## config.mk

```make
export PLATFORM = sky130hd
export DESIGN_NAME = external_common_bus_interface
export DESIGN_NICKNAME = d
export VERILOG_FILES = /design/src/hdl/ecb_pkg.sv /design/src/hdl/external_common_bus_interface.sv
export VERILOG_INCLUDE_DIRS = /design/src /design/src/hdl
export SDC_FILE = /design/constraint.sdc
export NUM_CORES = 1
export LEC_CHECK = 0
export BUFFER_PORTS_ARGS = -buffer_cell sky130_fd_sc_hd__buf_2
export CELL_PAD_IN_SITES_DETAIL_PLACEMENT = 1
export CELL_PAD_IN_SITES_GLOBAL_PLACEMENT = 1
export CORE_UTILIZATION = 32
export DETAILED_ROUTE_END_ITERATION = 16
export PLACE_DENSITY = 0.85
export SYNTH_ARGS = -nofsm -noshare
export SYNTH_HDL_FRONTEND = slang
export SYNTH_SLANG_ARGS = --single-unit
```

## constraint.sdc

```tcl
create_clock -name clk_sys_i -period 4.7 [get_ports clk_sys_i]
set_clock_uncertainty 0.2 [all_clocks]
set_input_delay 0.47 -clock clk_sys_i [delete_from_list [all_inputs] [get_ports clk_sys_i]]
set_output_delay 0.47 -clock clk_sys_i [all_outputs]
set_load 0.02 [all_outputs]
```

## src/hdl/ecb_regs.svh

```systemverilog
`ifndef ECB_REGS_SVH
`define ECB_REGS_SVH
// data space region bounds
`define ECB_BANK_LO 16'h2000
`define ECB_BANK_HI 16'h9fff
`define ECB_PROM_LO 16'ha000
`define ECB_PROM_HI 16'hbfff
`define ECB_APP_LO 16'hc000
`define ECB_APP_HI 16'hcfff
`define ECB_DISK_LO 16'hd000
`define ECB_DISK_HI 16'hdfff
// strap field positions on the low data pins
`define ECB_STRAP_ID_LSB 0
`define ECB_STRAP_OPT_LSB 2
// sensed select polarity field, app then disk
`define ECB_POL_LSB 8
// bank index field of an address, first external bank code
`define ECB_BANK_MSB 15
`define ECB_BANK_LSB 13
`define ECB_BANK_FIRST 3'h1
// wait states added for application and disk controller space
`define ECB_DISK_WAIT 3'h3
`define ECB_RESET_WAIT 3'h0
`endif

```

## src/hdl/ecb_pkg.sv

```systemverilog
package ecb_pkg;
  // bus cycle phases
  typedef enum logic [3:0] {
    st_idle = 4'h1,
    st_strobe = 4'h2,
    st_wait = 4'h4,
    st_done = 4'h8
  } ecb_state_t;

  // chip select group, active low; app and disk follow the sensed polarity
  typedef struct packed {
    logic program_memory_select_n;
    logic external_ram_select_n;
    logic application_space_select_n;
    logic disk_controller_select_n;
  } ecb_selects_t;

  // captured straps
  typedef struct packed {
    logic [5:0] option_straps;
    logic [1:0] host_link_number_straps;
  } chip_configuration_register_t;

  // one core request
  typedef struct packed {
    logic valid;
    logic write;
    logic [15:0] addr;
    logic [15:0] wdata;
  } ecb_req_t;

  // whole module state
  typedef struct packed {
    ecb_state_t state;
    logic [2:0] wait_cnt;
    logic last_prog;
    logic cur_prog;
    logic cur_write;
    logic [15:0] addr;
    logic [15:0] wdata;
    logic [15:0] rdata;
    logic rvalid;
    logic prog_ack;
    logic data_ack;
    ecb_selects_t sel;
    logic rd_n;
    logic wr_n;
    logic dout_en;
    logic byte_select_output;
    logic rst_seen;
    logic polarity_sense;
    logic [1:0] sel_pol;
    chip_configuration_register_t cfg;
    logic ph2;
    logic internal_program_read_qualifier_n;
    logic gp_oe;
  } ecb_state_all_t;
endpackage

```

## src/hdl/external_common_bus_interface.sv

```systemverilog
`timescale 1ns/1ns
`include "ecb_regs.svh"
// Behaviour
// - capture low eight data pins at reset release as straps, readable
// - in 8-bit bus mode data pin 15 outputs byte select on writes
// - drive active-low program memory select for program memory accesses
// - application select enabled drives general pin eleven as select, low unless polarity is sensed
// - test pin tied to reset senses select polarity, else default
// - phase-two clock driven only in internal trace mode
// - internal program read qualifier driven low in trace mode fetches
// - common bus serves both program and data requests, interleaved
// - program requests are read-only instruction fetches over 64K
// - data requests read or write over 64K data space
// - decode places regions into program and data spaces
// - bank 2000-9fff selects ram if enabled, else rom
// - application space to cfff selects app when app select is enabled and adds disk wait states
// - d000-dfff data access asserts disk controller select
module external_common_bus_interface
  import ecb_pkg::*;
(
  // clock and reset
  input wire logic clk_sys_i,
  input wire logic rst_b_i,
  // configuration
  input wire logic byte_mode_i,
  input wire logic app_select_enable_i,
  input wire logic prom_program_mode_i,
  input wire logic [2:0] ram_banks_i,
  input wire logic trace_enable_i,
  input wire logic test_n_i,
  // program bus, read only
  input wire logic prog_req_i,
  input wire logic [15:0] prog_addr_i,
  output logic prog_ack_o,
  // data bus
  input wire ecb_req_t data_req_i,
  output logic data_ack_o,
  output logic [15:0] rdata_o,
  output logic rvalid_o,
  // straps
  output chip_configuration_register_t chip_configuration_register_o,
  // external pins
  output logic [15:0] common_address_bus_o,
  input wire logic [15:0] common_data_bus_i,
  output logic [15:0] common_data_bus_o,
  output logic common_data_bus_oe_o,
  output logic byte_select_output_o,
  output logic bus_read_strobe_n_o,
  output logic bus_write_strobe_n_o,
  output ecb_selects_t selects_o,
  output logic general_pin_eleven_o,
  output logic general_pin_eleven_oe_o,
  output logic phase_two_clock_out_o,
  output logic internal_program_read_qualifier_n_o
);

  ecb_state_all_t s_q, s_d;

  function automatic logic in_range(input logic [15:0] a, input logic [15:0] lo, input logic [15:0] hi);
    in_range = (a >= lo) && (a <= hi);
  endfunction

  // decode one access into selects (active high here)
  function automatic logic [3:0] decode(input logic prog, input logic [15:0] a, input logic [2:0] banks,
                                        input logic prom_mode);
    logic [2:0] bank;
    logic [3:0] r;
    // 2000h is bank 0, 8000h is bank 3
    bank = a[`ECB_BANK_MSB:`ECB_BANK_LSB] - `ECB_BANK_FIRST;
    r = 4'h0;
    if (prog) begin
      r[3] = 1'b1;
    end else if (in_range(a, `ECB_BANK_LO, `ECB_BANK_HI)) begin
      if (bank < banks) r[2] = 1'b1;
      else r[3] = 1'b1;
    end else if (in_range(a, `ECB_PROM_LO, `ECB_PROM_HI)) begin
      r[3] = prom_mode;
    end else if (in_range(a, `ECB_APP_LO, `ECB_APP_HI)) begin
      r[1] = 1'b1;
    end else if (in_range(a, `ECB_DISK_LO, `ECB_DISK_HI)) begin
      r[0] = 1'b1;
    end
    decode = r;
  endfunction

  logic [3:0] dec;
  logic take_prog;
  logic take_data;

  // arbitration, decode and bus sequencing
  always_comb begin
    s_d = s_q;
    s_d.prog_ack = 1'b0;
    s_d.data_ack = 1'b0;
    s_d.rvalid = 1'b0;
    dec = 4'h0;
    // alternate between the two sources when both ask
    take_prog = prog_req_i && (!data_req_i.valid || !s_q.last_prog);
    take_data = data_req_i.valid && !take_prog;
    // straps taken at the first clock after reset release
    s_d.rst_seen = 1'b1;
    if (!s_q.rst_seen) begin
      s_d.cfg.host_link_number_straps = common_data_bus_i[`ECB_STRAP_ID_LSB +: 2];
      s_d.cfg.option_straps = common_data_bus_i[`ECB_STRAP_OPT_LSB +: 6];
      // test pin low through reset means it follows reset: sense polarity
      s_d.sel_pol = s_q.polarity_sense ? common_data_bus_i[`ECB_POL_LSB +: 2] : 2'h0;
      s_d.sel.application_space_select_n = !s_d.sel_pol[1];
      s_d.sel.disk_controller_select_n = !s_d.sel_pol[0];
    end
    // trace qualifiers
    s_d.ph2 = trace_enable_i ? !s_q.ph2 : 1'b0;
    // pin eleven driven only while app select is enabled
    s_d.gp_oe = app_select_enable_i;
    case (s_q.state)
      st_idle: begin
        if (take_prog || take_data) begin
          s_d.cur_prog = take_prog;
          s_d.last_prog = take_prog;
          s_d.cur_write = take_data && data_req_i.write;
          s_d.addr = take_prog ? prog_addr_i : data_req_i.addr;
          s_d.wdata = data_req_i.wdata;
          dec = decode(take_prog, s_d.addr, ram_banks_i, prom_program_mode_i);
          s_d.sel.program_memory_select_n = !dec[3];
          s_d.sel.external_ram_select_n = !dec[2];
          s_d.sel.application_space_select_n = !(dec[1] && app_select_enable_i) ^ s_d.sel_pol[1];
          s_d.sel.disk_controller_select_n = !dec[0] ^ s_d.sel_pol[0];
          s_d.wait_cnt = (dec[1] || dec[0]) ? `ECB_DISK_WAIT : `ECB_RESET_WAIT;
          s_d.byte_select_output = byte_mode_i && s_d.addr[0];
          if (byte_mode_i) s_d.wdata[15] = s_d.byte_select_output;
          s_d.dout_en = s_d.cur_write;
          s_d.internal_program_read_qualifier_n = !(trace_enable_i && take_prog);
          s_d.state = st_strobe;
        end
      end
      st_strobe: begin
        // exactly one strobe, address held
        s_d.rd_n = s_q.cur_write;
        s_d.wr_n = !s_q.cur_write;
        s_d.state = st_wait;
      end
      st_wait: begin
        if (s_q.wait_cnt != `ECB_RESET_WAIT) begin
          s_d.wait_cnt = s_q.wait_cnt - 3'h1;
        end else begin
          s_d.rd_n = 1'b1;
          s_d.wr_n = 1'b1;
          s_d.rdata = common_data_bus_i;
          if (byte_mode_i) s_d.rdata = {8'h00, common_data_bus_i[7:0]};
          s_d.rvalid = !s_q.cur_write && !s_q.cur_prog;
          s_d.prog_ack = s_q.cur_prog;
          s_d.data_ack = !s_q.cur_prog;
          s_d.state = st_done;
        end
      end
      st_done: begin
        s_d.sel = '1;
        s_d.sel.application_space_select_n = !s_q.sel_pol[1];
        s_d.sel.disk_controller_select_n = !s_q.sel_pol[0];
        s_d.dout_en = 1'b0;
        s_d.internal_program_read_qualifier_n = 1'b1;
        s_d.state = st_idle;
      end
      default: s_d.state = st_idle;
    endcase
    if (!trace_enable_i) s_d.internal_program_read_qualifier_n = 1'b1;
  end

  // state register
  always_ff @(posedge clk_sys_i) begin
    if (!rst_b_i) begin
      s_q <= '0;
      s_q.state <= st_idle;
      s_q.sel <= '1;
      s_q.rd_n <= 1'b1;
      s_q.wr_n <= 1'b1;
      s_q.internal_program_read_qualifier_n <= 1'b1;
      s_q.polarity_sense <= !test_n_i;
    end else begin
      s_q <= s_d;
    end
  end

  // pin outputs, all from flip-flops
  assign prog_ack_o = s_q.prog_ack;
  assign data_ack_o = s_q.data_ack;
  assign rdata_o = s_q.rdata;
  assign rvalid_o = s_q.rvalid;
  assign chip_configuration_register_o = s_q.cfg;
  assign common_address_bus_o = s_q.addr;
  assign common_data_bus_o = s_q.wdata;
  assign common_data_bus_oe_o = s_q.dout_en;
  assign byte_select_output_o = s_q.byte_select_output;
  assign bus_read_strobe_n_o = s_q.rd_n;
  assign bus_write_strobe_n_o = s_q.wr_n;
  // selects already carry the sensed polarity
  assign selects_o = s_q.sel;
  assign general_pin_eleven_o = s_q.sel.application_space_select_n;
  assign general_pin_eleven_oe_o = s_q.gp_oe;
  assign phase_two_clock_out_o = s_q.ph2;
  assign internal_program_read_qualifier_n_o = s_q.internal_program_read_qualifier_n;

  // assertions
  property p_one_strobe;
    @(posedge clk_sys_i) disable iff (!rst_b_i) !(!s_q.rd_n && !s_q.wr_n);
  endproperty
  a_one_strobe: assert property (p_one_strobe) else $error("both strobes active");

  property p_addr_stable;
    @(posedge clk_sys_i) disable iff (!rst_b_i) (!s_q.rd_n && $past(!s_q.rd_n)) |-> $stable(s_q.addr);
  endproperty
  a_addr_stable: assert property (p_addr_stable) else $error("address moved under strobe");

  property p_ph2_off;
    @(posedge clk_sys_i) disable iff (!rst_b_i) !trace_enable_i |=> !s_q.ph2;
  endproperty
  a_ph2_off: assert property (p_ph2_off) else $error("phase two clock without trace");

  property p_internal_program_read_qualifier;
    @(posedge clk_sys_i) disable iff (!rst_b_i) !s_q.internal_program_read_qualifier_n |-> s_q.cur_prog;
  endproperty
  a_internal_program_read_qualifier: assert property (p_internal_program_read_qualifier) else $error("qualifier on data access");

  property p_prog_read;
    @(posedge clk_sys_i) disable iff (!rst_b_i) s_q.cur_prog && s_q.state == st_wait |-> s_q.wr_n;
  endproperty
  a_prog_read: assert property (p_prog_read) else $error("program write");

  property p_disk_sel;
    @(posedge clk_sys_i) disable iff (!rst_b_i)
      (s_q.state == st_idle && take_data && in_range(data_req_i.addr, `ECB_DISK_LO, `ECB_DISK_HI))
      |=> s_q.sel.disk_controller_select_n == s_q.sel_pol[0];
  endproperty
  a_disk_sel: assert property (p_disk_sel) else $error("disk select missing");

  property p_app_wait;
    @(posedge clk_sys_i) disable iff (!rst_b_i)
      (s_q.state == st_idle && take_data && in_range(data_req_i.addr, `ECB_APP_LO, `ECB_APP_HI))
      |=> s_q.wait_cnt == `ECB_DISK_WAIT;
  endproperty
  a_app_wait: assert property (p_app_wait) else $error("app wait states missing");

  property p_prog_rom;
    @(posedge clk_sys_i) disable iff (!rst_b_i) (s_q.state == st_idle && take_prog)
      |=> !s_q.sel.program_memory_select_n ##1 !s_q.rd_n;
  endproperty
  a_prog_rom: assert property (p_prog_rom) else $error("program fetch without rom select");

  property p_alternate;
    @(posedge clk_sys_i) disable iff (!rst_b_i)
      (s_q.state == st_idle && prog_req_i && data_req_i.valid && s_q.last_prog) |=> !s_q.cur_prog;
  endproperty
  a_alternate: assert property (p_alternate) else $error("no interleave");
endmodule

```

# --- Word-level counts from Yosys, hierarchy flattened ---
# Cells that the tools add are included.
totals:
  rom_bits: 0
  elab_cells: 129
  memories: 0
  inputBits: 77
  reg_bits: 83
  out_inout_bits: 71
  ram_bits: 0
  latchBits: 0
classes:
  reduce_logical: 41
  addsub: 2
  eq_ne: 7
  multipliers: 0
  bitwise: 5
  n_div: 0
  mux: 39
  shifts: 0
  magnitude_cmp: 9
ops:
  columns: ["op", "n"]
  rows:
  - ["16-bit less-or-equal comparator (second input constant)", 4]
  - ["16-bit greater-or-equal comparator (second input constant)", 3]
  - ["42-bit 2-to-1 mux", 1]
  - ["16-bit 2-to-1 mux", 2]
  - ["16-bit by 14-bit greater-or-equal comparator with 1-bit output (second input constant)", 1]
  - ["1-bit zero test", 15]
  - ["1-bit 2-to-1 mux", 15]
  - ["15-bit 2-to-1 mux", 1]
  - ["2-bit 2-to-1 mux", 7]
  - ["3-bit 2-to-1 mux", 4]
  - ["4-bit one-hot mux with 3 select lines", 1]
  - ["2-bit AND reduction", 6]
  - ["1-bit logical AND", 11]
  - ["10-bit 2-to-1 mux", 1]
  - ["4-bit 2-to-1 mux", 2]
  - ["4-bit one-hot mux with 2 select lines", 1]
  - ["2-bit != test (second input constant)", 3]
  - ["3-bit one-hot mux with 2 select lines", 1]
  - ["2-bit nonzero test", 3]
  - ["3-bit by 1-bit subtractor with 3-bit output (second input constant)", 2]
  - ["4-bit by 1-bit == test with 1-bit output (second input constant)", 1]
  - ["4-bit by 2-bit == test with 1-bit output (second input constant)", 1]
  - ["4-bit by 3-bit == test with 1-bit output (second input constant)", 1]
  - ["4-bit == test (second input constant)", 1]
  - ["9 further kinds", 15]

# --- Logic depth before layout (Yosys ltp) ---
logic_depth:
  ltp_word: 18
  ltp_mapped: 11

# --- Worst setup path after synthesis ---
# Ideal clock, no wire load.
synth_path:
  path_type: "input to register"
  startpoint: "input prog_req_i"
  endpoint: "register s_q, in the netlist selects_o[2]"
  n_path_buf: 1
  stages: 11
  t_arrival_ns: 2.505
  t_required_ns: 4.377
  setup_slack_ns: 1.872
  setup_time_ns: 0.123
  cell_sequence: "a21bo_2 -> buf_2 -> mux2i_1 -> inv_1 -> ha_1 -> ha_1 -> nand2_1 -> nor2_1 -> a211oi_1 -> a41oi_1 -> or2_2"
synth_via:
  elab_chain_len: 12
  elab_cells_between_ends: 20
  cone_classes: "add/sub: 1; order compare: 3; eq/ne: 1; mux: 8; reduce/logical: 7"
synth_lines:
  columns: ["item", "line_no", "rtl"]
  rows:
  - ["from (decl)", "external_common_bus_interface.sv:32", "input wire logic prog_req_i,"]
  - ["1-bit logical AND *", "external_common_bus_interface.sv:98", "take_prog = prog_req_i && (!data_req_i.valid || !s_q.last_prog);"]
  - ["16-bit 2-to-1 mux", "external_common_bus_interface.sv:120", "s_d.addr = take_prog ? prog_addr_i : data_req_i.addr;"]
  - ["3-bit by 1-bit subtractor with 3-bit output (no line)", null, null]
  - ["3-bit < comparator", "external_common_bus_interface.sv:74", "if (bank < banks) r[2] = 1'b1;"]
  - ["1-bit 2-to-1 mux", "external_common_bus_interface.sv:74", null]
  - ["1-bit 2-to-1 mux", "external_common_bus_interface.sv:73", "end else if (in_range(a, `ECB_BANK_LO, `ECB_BANK_HI)) begin"]
  - ["3-bit 2-to-1 mux", "external_common_bus_interface.sv:71", "if (prog) begin"]
  - ["3-bit 2-to-1 mux", "external_common_bus_interface.sv:116", "if (take_prog || take_data) begin"]
  - ["3-bit 2-to-1 mux", "external_common_bus_interface.sv:114", "case (s_q.state)"]
  - ["1-bit zero test", "external_common_bus_interface.sv:124", "s_d.sel.external_ram_select_n = !dec[2];"]
  - ["4-bit 2-to-1 mux", "external_common_bus_interface.sv:116", null]
  - ["4-bit one-hot mux with 2 select lines", "external_common_bus_interface.sv:114", null]
  - ["to (decl)", "external_common_bus_interface.sv:57", "ecb_state_all_t s_q, s_d;"]
# Mark *: on every way between the ends. The rest lies on a longest branch, timed or not. The select of a mux whose other input is x is not followed.
# A chain may end at the register's enable or synchronous reset.

==> impl_summary.md <==
Cells and area
The final design area excluding fillers is approximately 4600 um2. The fraction of final layout cells with drive strength greater than 1 is 32.0%. The final net count is 621.

The most common library cell in the layout ignoring fill and taps is sky130_fd_sc_hd__buf_2. The area overhead of the layout relative to synthesis is 17.2%. Leaving out fill and tap cells, the most frequent cells in the layout are 147 x sky130_fd_sc_hd__buf_2, 82 x sky130_fd_sc_hd__dfxtp_1, 66 x sky130_fd_sc_hd__nand2_1. After filler insertion, the fill cell instance count of the layout stands at ~1500.

Setup path
The most repeated library cell on the critical path is sky130_fd_sc_hd__ha_1. The total buffers and inverters traversed by the critical path is 1. The critical path goes through a21bo_2 -> mux2i_1 -> inv_1 -> ha_1 -> ha_1 -> nand2_1 -> nor2_1 -> a211oi_1 -> a41oi_1 -> or2_2. The worst setup path is of the register to register kind. The critical path data required time is roughly 4.7 ns. Of all nets on the critical path, the largest fanout is 19.

Broken down by cell family, the worst path's largest delay share belongs to compound AO/OA/AOI/OAI gates. For the worst setup path, the data arrival time is about 3.4 ns. The critical path's largest stage delay is 0.56 ns. The worst setup path is captured at a register. The slowest stage of the critical path is the sky130_fd_sc_hd__a21bo_2 cell.

The critical path launch point type is a register.

Global routing
The largest net degree at the start of global routing is between 50 and 60. The total congestion overflow is 0. The first global-routing pass estimated around 17000 um of wire.

The total global routing track utilization is between 10% and 20%. The via count of the first global-routing pass is approximately 3500. The initial antenna violation count is 1.

Clocking
TritonCTS built the clock tree. The number of gates resized after CTS was 0. Clock-pin slew was measured on the worst setup and hold paths at approximately 0.06 ns. Clock latency on the worst-skew pair, taken at its later pin, is about 0.33 ns.

The number of levels in the clock H-tree is 3. The longest clock path from root to sink contains 2 buffers. The root cell of the clock tree is sky130_fd_sc_hd__clkbuf_16. Counting every sink on the clock net gives 83. For this design, the CTS-stage hold fixing added 0 buffers.

The count of buffers added by post-CTS timing repair for setup is 0. The total clock buffers created by CTS is 9.

Die
148 I/O pins were placed. The number of cell rows is 40. From bottom edge to top edge, the die measures around 110 um. The total core area is ~12000 um2. The initial utilization of the core area, before any placement, comes to approximately a third. The die outline width is between 100 and 150 um. The floorplan die area is between 10000 and 15000 um2.

STA
The worst path needs between 3 and 4 ns of the cycle, external delays included. Setup repair after global routing left no endpoint under its margin. The worst pin sits at a relative slew slack of between 20% and 30%. The number of endpoints failing setup at the final stage is 0. The portion of the clock cycle consumed by the worst path in the final layout is ~71%. The max-slew violation count is 0. For the pin with the worst max-slew slack, the measured transition is 1.10 ns.

The number of endpoints with negative hold slack in the final report was 0. The total negative setup slack is 0 ns. Timing would allow up to approximately 0.3 GHz.

Hold path
The kind of path behind the tightest hold check is primary input to register.

Yosys
The number of instances in the synthesized netlist is approximately 470. A synthesized cell averages between 8 and 9 um2. The cell area that synthesis handed to floorplanning was ~4000 um2. The share of flip-flops with an asynchronous set or reset is 0%.

The number of enable-type register cells in the synthesized netlist is 1. The library cell occupying the most area in the post-synthesis netlist is sky130_fd_sc_hd__dfxtp_1. Summing the sequential cell areas from Yosys gives between 40% and 50% of the chip area. The post-synthesis net count is approximately 550. After synthesis, the cell types taking the most area are sky130_fd_sc_hd__dfxtp_1 41%, sky130_fd_sc_hd__buf_4 11%, sky130_fd_sc_hd__mux2i_1 6.3%. The distinct cell type count of the synthesized netlist is 51. The top flip-flop cell by instance count after synthesis is sky130_fd_sc_hd__dfxtp_1. The register bit total from synthesis is 83. After synthesis, the largest area contributor takes up between 40% and 50% of total cell area.

Yosys printed 0 warnings.

Outcome
The flow ran to the end, and the final reports show no timing, DRC or antenna violations.

Routing
After detailed routing, the number of remaining DRC violations is 0. The total via count after detailed routing is approximately 3400. The aggregate routed wire length is 10500 um. The first detailed-routing pass ran for 4 iterations. Dividing the detail-routed wire length by the instance count gives roughly 15 um. For this block, the initial DRC count from the detailed router was around 90.

Once detail routing completed, the nets flagged for antenna violations numbered 0. The via density per instance is ~4.7.

Place
Routability-driven placement finished with a final weighted congestion of roughly 0.89. In this run the cell area measured after placement is ~4400 um2. The total of buffers placed on input and output ports is about 150.

The half-perimeter wire length of the detailed placement result is slightly below 8000 um.

Power
In this run, the clock network consumes a little under two fifths of the power. The internal power is 1320 uW. VDD sags by at most roughly 0.00015 V. Registers are responsible for about 43% of the overall power.

For this design the total switching power over the nets is 522 uW. The power per cell area is 396 nW/um2. For this design the static power due to leakage is 0.00213 uW.

The switching power share of the total is 28.3%. Per report_power, the combinational group accounts for a little under a fifth of the total.

Flow run
The max-cap check violation count is 0.
## per-stage QoR
step	total power (uW)	instances	worst slack, ns	hold slack [ns]	util (%)
finish	1840	712	1.37	0.173	38.5
global route	1950	712	1.17	0.163	38.5
CTS	1880	711	1.37	0.135	38.5
detailed placement	1160	696	1.24	0.207	36.1
global placement	1140	696	1.45	0.201	36.1
floorplan	1090	466	1.87	0.237	-
## cell families after synthesis
group / share of synthesized area [%]
and+or+nand+nor: 18.7
buffers and inverters: 15.7
AOI/OAI and AO/OA: 14.7
DFF: 42.1
muxes: 6.59
adders and majority gates: 1.58
xor gates and xnor gates: 0.663
## worst register-to-register path, delay by kind of cell (launching register included)
family,cells,cell delay (ns)
compound gates,3,0.97
fa+ha+maj,2,0.56
simple gates,3,0.55
flops,1,0.47
mux,1,0.39
buf+inv,1,0.09
## worst paths after layout
path	start	endpoint	slack (ns)	depth (start not counted)
worst max-delay path	s_q[75]	selects_o[2]	1.37	10
worst min-delay path	test_n_i	s_d[13]	0.17	2
worst max register to register	s_q[75]	selects_o[2]	1.37	10
worst min register to register	phase_two_clock_out_o	phase_two_clock_out_o	0.21	1
## state kept, by name, indices dropped and copies added (netlist names)
name,flops
selects_o,3
general_pin_eleven_oe_o,1
phase_two_clock_out_o,1
chip_configuration_register_o,8
bus_read_strobe_n_o,1
common_data_bus_o,16
common_address_bus_o,16
data_ack_o,1
rdata_o,16
s_q,12
rvalid_o,1
common_data_bus_oe_o,1
prog_ack_o,1
internal_program_read_qualifier_n_o,1
bus_write_strobe_n_o,1
s_d,1
general_pin_eleven_o,1
byte_select_output_o,1
## metal layers
layer  up-vias  part of all wire [%]  global-route usage [%]
met5         -                     0                       0
met4         0                   1.5                    5.35
met3        14                   5.4                    5.30
met2       100                    49                    29.4
met1      1572                    44                    19.7
li1       1676                     -                       -
## final cells by class
type                       instances  area [um2]  area share (%)
clock buffer                      13         260            5.60
clock inverter                     2        35.0           0.753
antenna                            1        2.50          0.0538
sequential                        83        1670            36.0
tap                              168         210            4.52
timing repair buffer             149         751            16.1
multi-input combinational        286        1680            36.2
inverter                          10        37.5           0.807
## cells in the mapped netlist (3+ instances only)
cell type and n:
sky130_fd_sc_hd__mux2i_1 25, sky130_fd_sc_hd__nor3_1 7, sky130_fd_sc_hd__o2111ai_1 3, sky130_fd_sc_hd__a211oi_1 18
sky130_fd_sc_hd__ha_1 5, sky130_fd_sc_hd__buf_4 60, sky130_fd_sc_hd__nand2b_1 4, sky130_fd_sc_hd__nor3b_1 8
sky130_fd_sc_hd__xnor2_1 3, sky130_fd_sc_hd__nor2_1 53, sky130_fd_sc_hd__o21ai_0 11, sky130_fd_sc_hd__inv_1 10
sky130_fd_sc_hd__nand2_1 66, sky130_fd_sc_hd__nor4_1 3, sky130_fd_sc_hd__buf_1 4, sky130_fd_sc_hd__a21oi_1 46
sky130_fd_sc_hd__buf_2 5, sky130_fd_sc_hd__dfxtp_1 82, sky130_fd_sc_hd__clkbuf_1 15
## power groups by stage
stage / sequential (uW) / clock (uW) / combinational, uW
after floorplan: 802 / 0 / 285
after global placement: 804 / 0 / 337
after detailed placement: 808 / 0 / 351
after CTS: 793 / 736 / 352
after global routing: 799 / 764 / 385
final: 792 / 705 / 346
Power figures use the tool's default switching activity.
